## src/shared/msr_pkg.sv

```systemverilog
/*
 Package for the motion sensor output register bank: byte offsets of the
 host-visible registers, word slots of the sample store, flag positions and
 reset values. Assumes a byte-wide host register port with 8-bit addresses.
*/
package msr_pkg;

   localparam int MSR_ADDR_W = 8;
   localparam int MSR_DATA_W = 8;
   localparam int MSR_WORD_W = 16;
   localparam int MSR_WORD_N = 16;
   localparam int MSR_IDX_W = 4;

   // Byte offsets on the host port
   localparam logic [7:0] MSR_OFS_STATUS = 8'h16;
   localparam logic [7:0] MSR_OFS_COUNT = 8'h18;
   localparam logic [7:0] MSR_OFS_ACCEL_X_LOW = 8'h19;
   localparam logic [7:0] MSR_OFS_ACCEL_Z_HIGH = 8'h1E;
   localparam logic [7:0] MSR_OFS_RATE_X_LOW = 8'h1F;
   localparam logic [7:0] MSR_OFS_RATE_Z_HIGH = 8'h24;
   localparam logic [7:0] MSR_OFS_FIELD_X_LOW = 8'h25;
   localparam logic [7:0] MSR_OFS_FIELD_Z_HIGH = 8'h2A;
   localparam logic [7:0] MSR_OFS_ORIENT_W_LOW = 8'h2D;
   localparam logic [7:0] MSR_OFS_ORIENT_Z_HIGH = 8'h34;
   localparam logic [7:0] MSR_OFS_VEL_X_LOW = 8'h35;
   localparam logic [7:0] MSR_OFS_VEL_Z_HIGH = 8'h3A;
   localparam logic [7:0] MSR_OFS_THERMAL = 8'h3B;
   localparam logic [7:0] MSR_OFS_FLAGS_FIRST = 8'h3C;
   localparam logic [7:0] MSR_OFS_FLAGS_SECOND = 8'h3D;

   // Word slots of the sample store, in host address order
   localparam logic [3:0] MSR_W_ACCEL_X = 4'h0;
   localparam logic [3:0] MSR_W_ACCEL_Y = 4'h1;
   localparam logic [3:0] MSR_W_ACCEL_Z = 4'h2;
   localparam logic [3:0] MSR_W_RATE_X = 4'h3;
   localparam logic [3:0] MSR_W_RATE_Y = 4'h4;
   localparam logic [3:0] MSR_W_RATE_Z = 4'h5;
   localparam logic [3:0] MSR_W_FIELD_X = 4'h6;
   localparam logic [3:0] MSR_W_FIELD_Y = 4'h7;
   localparam logic [3:0] MSR_W_FIELD_Z = 4'h8;
   localparam logic [3:0] MSR_W_ORIENT_W = 4'h9;
   localparam logic [3:0] MSR_W_ORIENT_X = 4'hA;
   localparam logic [3:0] MSR_W_ORIENT_Y = 4'hB;
   localparam logic [3:0] MSR_W_ORIENT_Z = 4'hC;
   localparam logic [3:0] MSR_W_VEL_X = 4'hD;
   localparam logic [3:0] MSR_W_VEL_Y = 4'hE;
   localparam logic [3:0] MSR_W_VEL_Z = 4'hF;

   // First fusion flag register
   localparam int MSR_F1_FIELD_BIAS = 7;
   localparam int MSR_F1_RATE_BIAS = 6;
   localparam int MSR_F1_RATE_Z = 5;
   localparam int MSR_F1_RATE_Y = 4;
   localparam int MSR_F1_RATE_X = 3;
   localparam int MSR_F1_ACCEL_Z = 2;
   localparam int MSR_F1_ACCEL_Y = 1;
   localparam int MSR_F1_ACCEL_X = 0;

   // Second fusion flag register, bits 7:6 reserved
   localparam int MSR_F2_FIELD_Z = 5;
   localparam int MSR_F2_FIELD_Y = 4;
   localparam int MSR_F2_FIELD_X = 3;
   localparam int MSR_F2_VEL_Z = 2;
   localparam int MSR_F2_VEL_Y = 1;
   localparam int MSR_F2_VEL_X = 0;

   // New-data flags in the status register
   localparam int MSR_ST_FUSION = 3;
   localparam int MSR_ST_FIELD = 2;
   localparam int MSR_ST_RATE = 1;
   localparam int MSR_ST_ACCEL = 0;

   localparam logic [7:0] MSR_BYTE_RESET = 8'h00;
   localparam logic [15:0] MSR_WORD_RESET = 16'h0000;
   localparam logic [3:0] MSR_IDX_RESET = 4'h0;

   typedef enum logic [2:0] {
      MSR_SEL_NONE,
      MSR_SEL_WORD_LOW,
      MSR_SEL_WORD_HIGH,
      MSR_SEL_THERMAL,
      MSR_SEL_FLAGS_FIRST,
      MSR_SEL_FLAGS_SECOND,
      MSR_SEL_COUNT,
      MSR_SEL_STATUS
   } msr_sel_t;

endpackage

```

## src/hw/msr_output_bank.sv

```systemverilog
/*
 Read-only sensor output register bank: sample words, thermal byte, fusion
 flag registers, sample count and new-data status, read byte-wise by the
 host interface logic. Assumes the sample producer and the host port logic
 sit on the same clock and present single-cycle strobes.
*/
`timescale 1ns/100ps
// Functional notes
// - Acceleration X, Y, Z as signed 16-bit words at 0x19 to 0x1E.
// - Each word: bits 7:0 in the low byte, bits 15:8 in the high byte.
// - Angular rate X, Y, Z as signed 16-bit words at 0x1F to 0x24.
// - Magnetic field X, Y, Z as signed 16-bit words at 0x25 to 0x2A.
// - Orientation increment W, X, Y, Z as signed words at 0x2D to 0x34.
// - Velocity increment X, Y, Z as signed 16-bit words at 0x35 to 0x3A.
// - Temperature as one signed byte at 0x3B.
// - First flag register bit 7: field bias updated this output period.
// - First flag register bit 6: rate bias updated this output period.
// - First flag register bits 5, 4, 3: rate Z, Y, X clipped.
// - First flag register bits 2, 1, 0: acceleration Z, Y, X clipped.
// - Second flag register bits 5, 4, 3: field Z, Y, X clipped.
// - Second flag register bits 2, 1, 0: velocity increment Z, Y, X overflow.
// - Eight-bit sample count advances once per sample of fastest sensor.
// - New-data flag reads 0 without update since last status read, else 1.
module msr_output_bank
   import msr_pkg::*;
#(
   parameter int WORD_W = MSR_WORD_W,
   parameter int WORD_N = MSR_WORD_N
) (
   input wire logic clk,
   input wire logic rst_b,
   input wire logic rd_en,
   input wire logic [MSR_ADDR_W-1:0] rd_addr,
   output logic [MSR_DATA_W-1:0] rd_data,
   output logic rd_valid,
   input wire logic smp_we,
   input wire logic [MSR_IDX_W-1:0] smp_idx,
   input wire logic [WORD_W-1:0] smp_word,
   input wire logic thermal_we,
   input wire logic [MSR_DATA_W-1:0] thermal_value,
   input wire logic accel_done,
   input wire logic rate_done,
   input wire logic field_done,
   input wire logic sample_tick,
   input wire logic fusion_we,
   input wire logic field_bias_updated,
   input wire logic rate_bias_updated,
   input wire logic rate_z_clipped,
   input wire logic rate_y_clipped,
   input wire logic rate_x_clipped,
   input wire logic accel_z_clipped,
   input wire logic accel_y_clipped,
   input wire logic accel_x_clipped,
   input wire logic field_z_clipped,
   input wire logic field_y_clipped,
   input wire logic field_x_clipped,
   input wire logic vel_z_overflow,
   input wire logic vel_y_overflow,
   input wire logic vel_x_overflow
);

   // Address decode: which byte of which word, or which single register
   function automatic msr_sel_t decode_sel(input logic [7:0] addr);
      logic [7:0] rel;
      rel = 8'h00;
      if (addr >= MSR_OFS_ACCEL_X_LOW && addr <= MSR_OFS_FIELD_Z_HIGH) begin
         rel = addr - MSR_OFS_ACCEL_X_LOW;
         decode_sel = rel[0] ? MSR_SEL_WORD_HIGH : MSR_SEL_WORD_LOW;
      end else if (addr >= MSR_OFS_ORIENT_W_LOW && addr <= MSR_OFS_VEL_Z_HIGH) begin
         rel = addr - MSR_OFS_ORIENT_W_LOW;
         decode_sel = rel[0] ? MSR_SEL_WORD_HIGH : MSR_SEL_WORD_LOW;
      end else if (addr == MSR_OFS_THERMAL) begin
         decode_sel = MSR_SEL_THERMAL;
      end else if (addr == MSR_OFS_FLAGS_FIRST) begin
         decode_sel = MSR_SEL_FLAGS_FIRST;
      end else if (addr == MSR_OFS_FLAGS_SECOND) begin
         decode_sel = MSR_SEL_FLAGS_SECOND;
      end else if (addr == MSR_OFS_COUNT) begin
         decode_sel = MSR_SEL_COUNT;
      end else if (addr == MSR_OFS_STATUS) begin
         decode_sel = MSR_SEL_STATUS;
      end else begin
         decode_sel = MSR_SEL_NONE;
      end
   endfunction

   // Word slot of a byte address; the gap at 0x2B-0x2C is skipped
   function automatic logic [3:0] decode_idx(input logic [7:0] addr);
      logic [7:0] rel;
      rel = 8'h00;
      if (addr >= MSR_OFS_ORIENT_W_LOW) begin
         rel = (addr - MSR_OFS_ORIENT_W_LOW) >> 1;
         decode_idx = MSR_W_ORIENT_W + rel[3:0];
      end else begin
         rel = (addr - MSR_OFS_ACCEL_X_LOW) >> 1;
         decode_idx = rel[3:0];
      end
   endfunction

   msr_sel_t rd_sel;
   logic [MSR_IDX_W-1:0] rd_idx;
   logic status_read;

   msr_sel_t sel_reg;
   logic [MSR_IDX_W-1:0] idx_reg;
   logic pend_reg;

   logic [WORD_W-1:0] mem_word;

   logic [7:0] thermal_reg;
   logic [7:0] flags_first_reg;
   logic [7:0] flags_first_next;
   logic [5:0] flags_second_reg;
   logic [5:0] flags_second_next;
   logic [7:0] sample_count_reg;
   logic [3:0] new_data_reg;
   logic [3:0] new_data_set;
   logic [3:0] new_data_next;
   logic [3:0] status_snap_reg;

   logic [7:0] shadow_reg;
   logic [MSR_IDX_W-1:0] shadow_idx_reg;
   logic shadow_ok_reg;
   logic shadow_hit;
   logic [7:0] high_byte;

   logic [MSR_DATA_W-1:0] rd_data_reg;
   logic [MSR_DATA_W-1:0] rd_data_next;
   logic rd_valid_reg;

   assign rd_sel = decode_sel(rd_addr);
   assign rd_idx = decode_idx(rd_addr);
   assign status_read = rd_en && (rd_sel == MSR_SEL_STATUS);

   // Whole words land in one write, so no half-updated pair is ever visible
   msr_word_mem #(
      .WIDTH(WORD_W),
      .DEPTH(WORD_N),
      .IDX_W(MSR_IDX_W)
   ) u_words (
      .clk(clk),
      .rst_b(rst_b),
      .wr_en(smp_we),
      .wr_idx(smp_idx),
      .wr_word(smp_word),
      .rd_idx(rd_idx),
      .rd_word(mem_word)
   );

   // Read request pipeline, first stage
   always_ff @(posedge clk) begin
      if (!rst_b) begin
         pend_reg <= 1'b0;
         sel_reg <= MSR_SEL_NONE;
         idx_reg <= MSR_IDX_RESET;
      end else begin
         pend_reg <= rd_en;
         sel_reg <= rd_sel;
         idx_reg <= rd_idx;
      end
   end

   always_ff @(posedge clk) begin
      if (!rst_b) begin
         thermal_reg <= MSR_BYTE_RESET;
      end else if (thermal_we) begin
         thermal_reg <= thermal_value;
      end
   end

   // Flags describe one output period, so each period replaces the last
   assign flags_first_next = {field_bias_updated,
                              rate_bias_updated,
                              rate_z_clipped, rate_y_clipped, rate_x_clipped,
                              accel_z_clipped, accel_y_clipped, accel_x_clipped};
   assign flags_second_next = {field_z_clipped, field_y_clipped, field_x_clipped,
                               vel_z_overflow, vel_y_overflow, vel_x_overflow};

   always_ff @(posedge clk) begin
      if (!rst_b) begin
         flags_first_reg <= MSR_BYTE_RESET;
         flags_second_reg <= MSR_BYTE_RESET[5:0];
      end else if (fusion_we) begin
         flags_first_reg <= flags_first_next;
         flags_second_reg <= flags_second_next;
      end
   end

   // Wraps modulo 256; the first sample after reset reads as 1
   always_ff @(posedge clk) begin
      if (!rst_b) begin
         sample_count_reg <= MSR_BYTE_RESET;
      end else if (sample_tick) begin
         sample_count_reg <= sample_count_reg + 8'h01;
      end
   end

   // A new sample arriving in the read cycle survives the clear
   always_comb begin
      new_data_set = 4'h0;
      new_data_set[MSR_ST_FUSION] = fusion_we;
      new_data_set[MSR_ST_FIELD] = field_done;
      new_data_set[MSR_ST_RATE] = rate_done;
      new_data_set[MSR_ST_ACCEL] = accel_done;
   end

   assign new_data_next = (status_read ? 4'h0 : new_data_reg) | new_data_set;

   always_ff @(posedge clk) begin
      if (!rst_b) begin
         new_data_reg <= 4'h0;
         status_snap_reg <= 4'h0;
      end else begin
         new_data_reg <= new_data_next;
         if (status_read) begin
            status_snap_reg <= new_data_reg;
         end
      end
   end

   // High byte held at the low-byte read, so a later sample cannot split a pair
   assign shadow_hit = shadow_ok_reg && (shadow_idx_reg == idx_reg);
   assign high_byte = shadow_hit ? shadow_reg : mem_word[15:8];

   always_ff @(posedge clk) begin
      if (!rst_b) begin
         shadow_reg <= MSR_BYTE_RESET;
         shadow_idx_reg <= MSR_IDX_RESET;
         shadow_ok_reg <= 1'b0;
      end else if (pend_reg && sel_reg == MSR_SEL_WORD_LOW) begin
         shadow_reg <= mem_word[15:8];
         shadow_idx_reg <= idx_reg;
         shadow_ok_reg <= 1'b1;
      end else if (pend_reg && sel_reg == MSR_SEL_WORD_HIGH) begin
         shadow_ok_reg <= 1'b0;
      end
   end

   // Byte selection; there is no write path, so host writes change nothing
   always_comb begin
      case (sel_reg)
         MSR_SEL_WORD_LOW: rd_data_next = mem_word[7:0];
         MSR_SEL_WORD_HIGH: rd_data_next = high_byte;
         MSR_SEL_THERMAL: rd_data_next = thermal_reg;
         MSR_SEL_FLAGS_FIRST: rd_data_next = flags_first_reg;
         MSR_SEL_FLAGS_SECOND: rd_data_next = {2'b00, flags_second_reg};
         MSR_SEL_COUNT: rd_data_next = sample_count_reg;
         MSR_SEL_STATUS: rd_data_next = {4'h0, status_snap_reg};
         default: rd_data_next = MSR_BYTE_RESET;
      endcase
   end

   always_ff @(posedge clk) begin
      if (!rst_b) begin
         rd_data_reg <= MSR_BYTE_RESET;
         rd_valid_reg <= 1'b0;
      end else begin
         rd_valid_reg <= pend_reg;
         if (pend_reg) begin
            rd_data_reg <= rd_data_next;
         end
      end
   end

   assign rd_data = rd_data_reg;
   assign rd_valid = rd_valid_reg;

endmodule

```

## src/hw/msr_word_mem.sv

```systemverilog
/*
 Small word store for the 16-bit sample values: one write port, one read
 port with registered read data. Assumes a single clock and a synchronous,
 active-low reset; slots not written since reset read as zero.
*/
`timescale 1ns/100ps
module msr_word_mem
   import msr_pkg::*;
#(
   parameter int WIDTH = MSR_WORD_W,
   parameter int DEPTH = MSR_WORD_N,
   parameter int IDX_W = MSR_IDX_W
) (
   input wire logic clk,
   input wire logic rst_b,
   input wire logic wr_en,
   input wire logic [IDX_W-1:0] wr_idx,
   input wire logic [WIDTH-1:0] wr_word,
   input wire logic [IDX_W-1:0] rd_idx,
   output logic [WIDTH-1:0] rd_word
);

   logic [WIDTH-1:0] store [DEPTH];
   logic [DEPTH-1:0] filled_reg;
   logic [WIDTH-1:0] rd_word_reg;
   logic [WIDTH-1:0] rd_word_next;

   // Storage has no reset; the filled mask makes untouched slots read zero
   always_ff @(posedge clk) begin
      if (wr_en) begin
         store[wr_idx] <= wr_word;
      end
   end

   always_ff @(posedge clk) begin
      if (!rst_b) begin
         filled_reg <= '0;
      end else if (wr_en) begin
         filled_reg[wr_idx] <= 1'b1;
      end
   end

   assign rd_word_next = filled_reg[rd_idx] ? store[rd_idx] : MSR_WORD_RESET;

   always_ff @(posedge clk) begin
      if (!rst_b) begin
         rd_word_reg <= MSR_WORD_RESET;
      end else begin
         rd_word_reg <= rd_word_next;
      end
   end

   assign rd_word = rd_word_reg;

endmodule

```

## config.mk

```make
export PLATFORM = sky130hd
export DESIGN_NAME = msr_output_bank
export DESIGN_NICKNAME = d
export VERILOG_FILES = /design/src/shared/msr_pkg.sv /design/src/hw/msr_output_bank.sv /design/src/hw/msr_word_mem.sv
export SDC_FILE = /design/constraint.sdc
export NUM_CORES = 1
export LEC_CHECK = 0
export BUFFER_PORTS_ARGS = -buffer_cell sky130_fd_sc_hd__buf_2
export CAP_MARGIN = 10
export CORE_MARGIN = 2
export CORE_UTILIZATION = 36
export DETAILED_ROUTE_END_ITERATION = 10
export HOLD_SLACK_MARGIN = 0.1
export PLACE_DENSITY = 0.64
export SLEW_MARGIN = 20
export SYNTH_ARGS = -nofsm -noshare
export SYNTH_HDL_FRONTEND = slang
export SYNTH_SLANG_ARGS = --single-unit
```

## constraint.sdc

```tcl
create_clock -name clk -period 3.5 [get_ports clk]
set_input_delay 0.525 -clock clk [delete_from_list [all_inputs] [get_ports clk]]
set_output_delay 0.525 -clock clk [all_outputs]
set_load 0.01 [all_outputs]
```

==> run_results.csv, run 1 <==
group,metric,value,unit
floorplanning,effective_utilization_at_floorplan,36.6,%
clock_network,cts_repair_resize_count,0,
sta,tightest_slew,897,ps
routing,drt.antenna.violating_nets,0,
sta,report.final.hold_viol_count,0,
routing,viasPerCell,5.56,
critical_path,crit_fanout,16,
synth,synth.cell_area,15800,µm²
global_routing,first_global_vias,10500,
floorplanning,design.core.area,43300,µm²
floorplanning,design.die.area,45700,µm²
final_layout,nets,1358,
critical_path,setup.worst_path.end_class,"flop",
power,ir_worst_vdd,0.404,mV
synth,postSynthRegisterBits,356,
sta,period_share,85.4,%
routing,route.detailed.wl_per_inst,21.0,µm
synth,yosysTopAreaCell,"edfxtp_1",
clock_network,tritoncts.num_buffers,37,
routing,first_pass_iters,5,
final_layout,area_delta_synth_final,15.5,%
clock_network,clock_tree.buffer_depth,3,
sta,grt_setup_unrepaired,"false",
sta,fin_setup_tns,0,ps
worst_hold_path,holdCritStartpoint,"rate_done",
sta,maxClockFrequency,334,MHz
synth,synth_top_cell_area_share,48.6,%
routing,drt_iter0_markers,949,
clock_network,clk_latency,550,ps
floorplanning,die-height,214,µm
synth,ys_warn_count,0,
global_routing,grt_max_degree,86,
sta,min_period,2990,ps
sta,timing.slew.headroom,40.2,%
synth,synth_compound_area_share,14.2,%
final_layout,drive_above_1_share,16.9,%
critical_path,regToRegStartpoint,"sel_reg[1]",
critical_path,setup.reg_to_reg.worst_slack,1320,ps
critical_path,worstSetupStartpointType,"primary input",
synth,synth_nets,1300,
worst_hold_path,whs_endpoint,"new_data_reg[1]",
sta,count_of_final_max_slew_check_failures,0,
place,detailed_place_hpwl,23300,µm
routing,wirelength,39900,µm
clock_network,cts_post_setup_buffers_inserted,0,
worst_hold_path,hp-class,"primary input to flop",
floorplanning,die_width,214,µm
synth,synth_sequential_area_ratio,61.2,%
global_routing,first_pass_grt_wire_length,61200,µm
routing,remaining_drc_errors,0,
synth,synth.lib_cells_used.distinct,67,
place,pre_cts_slack,-3.69,ps
global_routing,antenna_found_initial,5,
critical_path,timing.rr.end,"rd_data[4]",
synth,mean_area_per_synthesized_cell,12.8,µm²
critical_path,critical_path_required,3860,ps
place,portBuffers,68,
critical_path,critical_path_class,"primary input to flop",
synth,synth_top_family_by_area,"compound AO/OA/AOI/OAI gates",
sta,finClkSkew,29.3,ps
sta,worst_slack,510,ps
synth,post_synth_edffs,256,
clock_network,htree_levels,2,
place,place_area,17000,µm²
final_layout,final_area,18300,µm²
clock_network,cts_hold_buf,0,
power,pwr_density_cell,567,nW/µm²
global_routing,grtUsageTotal,17.5,%
clock_network,clkSlewWorstSetupHoldPaths,60,ps
synth,proportion_of_register_bits_with_asynchronous_set_or_reset_after_synthesis,0,%
worst_hold_path,hold_depth,3,
clock_network,cts_root_buf,"clkbuf_16",
run,cap_violations,0,
synth,synth_area_leaders,"edfxtp_1 (49%), dfxtp_1 (13%), mux2i_1 (10%)",
synth,synth_ff_type,"edfxtp_1",
outcome,run_status,"finished clean",
floorplanning,ioPinCount,69,
synth,netlist_instances,1233,
floorplanning,floorplan.rows,76,
critical_path,reg2reg_depth,6,
critical_path,worstPathArrival,3350,ps
final_layout,flip_flop_count_of_the_largest_register_all_copies_and_words_added,256,
power,p_leak,6.32,nW
global_routing,remaining_global_route_overflow,0,
synth,synth_xor_area_share,0.664,%
synth,yosys-mux-area-fraction,10.8,%
clock_network,numClockSinks,356,
clock_network,cts_tree,"built",
sta,hold_slack,205,ps
sta,setup_viol_count_final,0,
synth,yosys.area_share.adder,0.553,%
synth,synthSimpleGateAreaFrac,9.54,%
place,place.gp.congestion,0.801,
routing,route.vias.total,10600,
-- layer usage --
layer / part of all wire [%] / GRT usage, % / vias up
met3: 7.3 / 3.93 / 75
met5: 0.14 / 0 / -
met1: 45 / 24.2 / 5274
met2: 45 / 27.8 / 340
met4: 1.8 / 4.65 / 10
li1: - / - / 4907
-- logic make-up after synthesis --
kind of cell / after synthesis
xor+xnor: 12
buf+inv: 103
flops: 356
fa+ha+maj: 7
compound gates: 294
simple gates: 291
mux: 170
-- where the power goes --
group | total (W) | switching, W | internal (W) | leakage (nW)
Sequential | 0.00471 | 0.0000681 | 0.00464 | 3.13
Clock | 0.00412 | 0.00165 | 0.00246 | 0.622
Combinational | 0.00154 | 0.000917 | 0.000621 | 2.57
-- stage by stage --
step	utilization, %	instances	total power (W)
after detailed placement	39.3	1837	0.00634
after CTS	42.3	1905	0.0104
after floorplan	-	1233	0.00582
final	42.3	1906	0.0104
after global routing	42.3	1905	0.0107
after global placement	39.3	1837	0.00631
-- layout make-up --
class | count | area, µm²
fill | 3941 | 25000
sequential | 356 | 9690
multi-input combinational | 774 | 5750
clock buffer | 49 | 1030
timing repair buffer | 114 | 811
tap | 585 | 732
clock inverter | 19 | 240
inverter | 8 | 31.3
antenna | 1 | 2.50
-- cell usage in the layout (no fill, tap or decap), drive strengths merged, types with 6 or more instances in the layout --
master / instances
o221ai: 64
o21ai: 21
nor3: 10
nand2: 46
dfxtp: 100
a211oi: 68
clkinv: 13
buf: 114
nor2: 111
clkbuf: 49
ha: 7
nor2b: 6
inv: 8
xor2: 7
edfxtp: 256
and2: 65
nor4: 18
mux2i: 160
a22oi: 73
nand3: 7
a21oi: 33
mux2: 10
nand2b: 7
-- worst max-delay path: stages --
cell and delay [ps]:
buf_2 120, inv_1 90, ha_4 390, inv_2 60
ha_2 390, nand2_1 100, nor3_1 250, nor3_2 140
o22ai_1 260, a2111oi_4 70, a311oi_4 800, nor4_1 140
-- synth_stat cells, types with 4 or more instances --
library cell,count
dfxtp_1,100
buf_6,5
a21oi_1,32
buf_2,27
buf_1,5
nand3_1,7
o21ai_0,10
nor4_1,7
a211oi_1,67
and2_1,65
clkbuf_1,54
mux2_2,10
nand4_1,4
inv_1,7
mux2i_1,160
o22ai_1,5
nor4_2,10
nand2_1,46
xnor2_1,5
a22oi_1,72
edfxtp_1,256
ha_1,7
o21ai_1,10
o221ai_1,64
buf_4,4
nor3_1,10
nor2_1,111
xor2_1,7
nand2b_1,7
nor2b_1,6
or3_1,4
-- worst max-delay path by stage --
| stage | to | from | cells after the start |
|---|---|---|---|
| after floorplan | u_words.rd_word[0] | rd_addr[0] | 16 |
| after global placement | u_words.rd_word[15] | rd_addr[1] | 12 |
| after detailed placement | u_words.rd_word[6] | rd_addr[1] | 12 |
| after CTS | u_words.rd_word[7] | rd_addr[1] | 12 |
| after global routing | u_words.rd_word[6] | rd_addr[1] | 12 |
| final | u_words.rd_word[7] | rd_addr[1] | 12 |
Power figures use the tool's default switching activity.
==> run 2, diff against run 1 <==
--- a/config.mk
+++ b/config.mk
@@ -6,8 +6,7 @@
 export NUM_CORES = 1
 export LEC_CHECK = 0
 export BUFFER_PORTS_ARGS = -buffer_cell sky130_fd_sc_hd__buf_2
-export CAP_MARGIN = 10
-export CORE_MARGIN = 2
+export CAP_MARGIN = 20
 export CORE_UTILIZATION = 36
 export DETAILED_ROUTE_END_ITERATION = 10
 export HOLD_SLACK_MARGIN = 0.1
==> run 2 against run 1 <==
  * Combinational power hardly changed
  * Highest routed layer unchanged
  * First-iteration DRC count is 10% lower
  * Setup slack got worse by 4.2 ps
  * Cell area fell by 0.31%
  * Sequential power hardly changed
  * Hold slack got worse by 12 ps
  * Global-route usage grew 0.33 points
  * Largest power group unchanged
  * Die area decreased by 1.9%
  * Power decreased by 1.7%
==> run_results.csv, run 2 (same netlist as run 1, synthesis figures left out) <==
group,metric,value,unit
global_routing,first_pass_grt_wire_length,61000,µm
routing,drt.antenna.violating_nets,0,
critical_path,worstSetupStartpointType,"primary input",
final_layout,nets,1361,
routing,route.detailed.wl_per_inst,20.8,µm
place,place.gp.congestion,0.854,
final_layout,flip_flop_count_of_the_largest_register_all_copies_and_words_added,256,
final_layout,n_fill_cell,3979,
critical_path,path_cells,"buf_2 > inv_1 > ha_4 > inv_2 > ha_2 > nand2_1 > nor3_1 > nor3_2 > o22ai_1 > a2111oi_4 > a311oi_4 > nor4_1",
place,portBuffers,68,
sta,timing.slew.headroom,41.9,%
floorplanning,ioPinCount,69,
floorplanning,effective_utilization_at_floorplan,36.6,%
power,ir_worst_vdd,0.444,mV
clock_network,cts_tree,"built",
run,cap_violations,0,
clock_network,cts_post_setup_buffers_inserted,0,
clock_network,tritoncts.num_buffers,38,
sta,finClkSkew,33.1,ps
critical_path,setup.worst_path.start,"rd_addr[0]",
sta,min_period,2990,ps
floorplanning,floorplan.rows,76,
final_layout,final_area,18200,µm²
sta,maxClockFrequency,334,MHz
place,place_area,17000,µm²
outcome,run_status,"finished clean",
final_layout,drive_above_1_share,17.3,%
clock_network,cts_repair_resize_count,0,
floorplanning,design.die.area,44800,µm²
sta,count_of_final_max_slew_check_failures,0,
clock_network,htree_levels,2,
final_layout,layout.cells.non_filler,1904,
place,detailed_place_hpwl,24000,µm
clock_network,numClockSinks,356,
worst_hold_path,holdCritStartpoint,"field_done",
sta,report.final.hold_viol_count,0,
floorplanning,design.core.area,43300,µm²
global_routing,remaining_global_route_overflow,0,
critical_path,regToRegStartpoint,"sel_reg[1]",
routing,drt_iter0_markers,852,
routing,remaining_drc_errors,0,
sta,grt_setup_unrepaired,"false",
routing,first_pass_iters,5,
global_routing,antenna_found_initial,7,
sta,worst_slack,506,ps
sta,tightest_slew,866,ps
clock_network,cts_hold_buf,0,
critical_path,critical_path_required,3870,ps
routing,wirelength,39700,µm
critical_path,crit_buf_inv,3,
clock_network,clkSlewWorstSetupHoldPaths,60,ps
routing,route.vias.total,10600,
clock_network,clock_tree.buffer_depth,3,
global_routing,first_global_vias,10500,
worst_hold_path,hp-class,"primary input to flop",
routing,viasPerCell,5.55,
final_layout,mostFrequentLayoutCell,"edfxtp_1",
critical_path,critical_path_class,"primary input to flop",
critical_path,worstPathArrival,3370,ps
critical_path,setup.worst_path.end_class,"flop",
final_layout,area_delta_synth_final,15.2,%
final_layout,diodes,0,
critical_path,crit_fanout,16,
final_layout,layout_common_cells,"edfxtp_1 (256), mux2i_1 (160), dfxtp_1 (100)",
critical_path,worst_path_max_delay_cell,"a311oi_4",
global_routing,grtUsageTotal,17.8,%
critical_path,cpPeakStageDelay,780,ps
global_routing,grt_max_degree,83,
power,pwr_density_cell,559,nW/µm²
floorplanning,die-height,212,µm
sta,period_share,85.6,%
place,pre_cts_slack,-59.8,ps
clock_network,clk_latency,560,ps
clock_network,cts_root_buf,"clkbuf_16",
floorplanning,die_width,212,µm
sta,fin_setup_tns,0,ps
place,place.detailed.instances,1839,
power,p_leak,6.30,nW
critical_path,timing.critical_path.max_delay_family,"compound AO/OA/AOI/OAI gates",
sta,setup_viol_count_final,0,
## run 2: cell count changes in the layout (fill, tap and decap cells not counted), sizes merged
cell,change
diode,-1
clkinvlp,+1
buf,+2
bufinv,-3
clkinv,-4
inv,+4
clkbuf,-1
## run 2: per-stage QoR
| step | utilization [%] | power (W) | hold WS (ps) |
|---|---|---|---|
| after floorplan | - | 0.00582 | 431 |
| after global placement | 39.3 | 0.00631 | 440 |
| after detailed placement | 39.3 | 0.00634 | 449 |
| after CTS | 42.1 | 0.0103 | 170 |
| after global routing | 42.1 | 0.0106 | 188 |
| final | 42.1 | 0.0102 | 193 |
## run 2: area by class of cell
type                            instances  area [µm²]  share of cell area, %
Sequential cell                       356        9690                   53.1
Multi-Input combinational cell        774        5750                   31.5
Clock buffer                           48        1030                   5.64
Timing Repair Buffer                  116         813                   4.46
Tap cell                              585         732                   4.01
Clock inverter                         17         189                   1.04
Inverter                                8        31.3                  0.172
## run 2: power breakdown
group | internal [W] | switching (W) | total [W]
Clock | 0.00225 | 0.00168 | 0.00393
Sequential | 0.00465 | 0.0000662 | 0.00471
Combinational | 0.000621 | 0.000926 | 0.00155
Total | 0.00752 | 0.00267 | 0.0102
## run 2: final timing paths
kind	slack, ps	end	cells after the start
setup / recovery	510	u_words.rd_word[6]	12
hold / removal	190	new_data_reg[2]	3
setup reg to reg	1380	rd_data[4]	6
hold reg to reg	460	shadow_reg[1]	2
## run 2: routing by layer
layer	global-route usage [%]	up-vias	part of all wire, %
li1	-	4928	-
met1	24.8	5238	46
met3	3.90	76	6.6
met5	0	-	0.23
met4	5.20	14	2.0
met2	27.9	305	45
## run 2: tightest hold or removal path: stages
cell and delay [ps]:
buf_2 80, a21oi_1 30, nor2_1 70
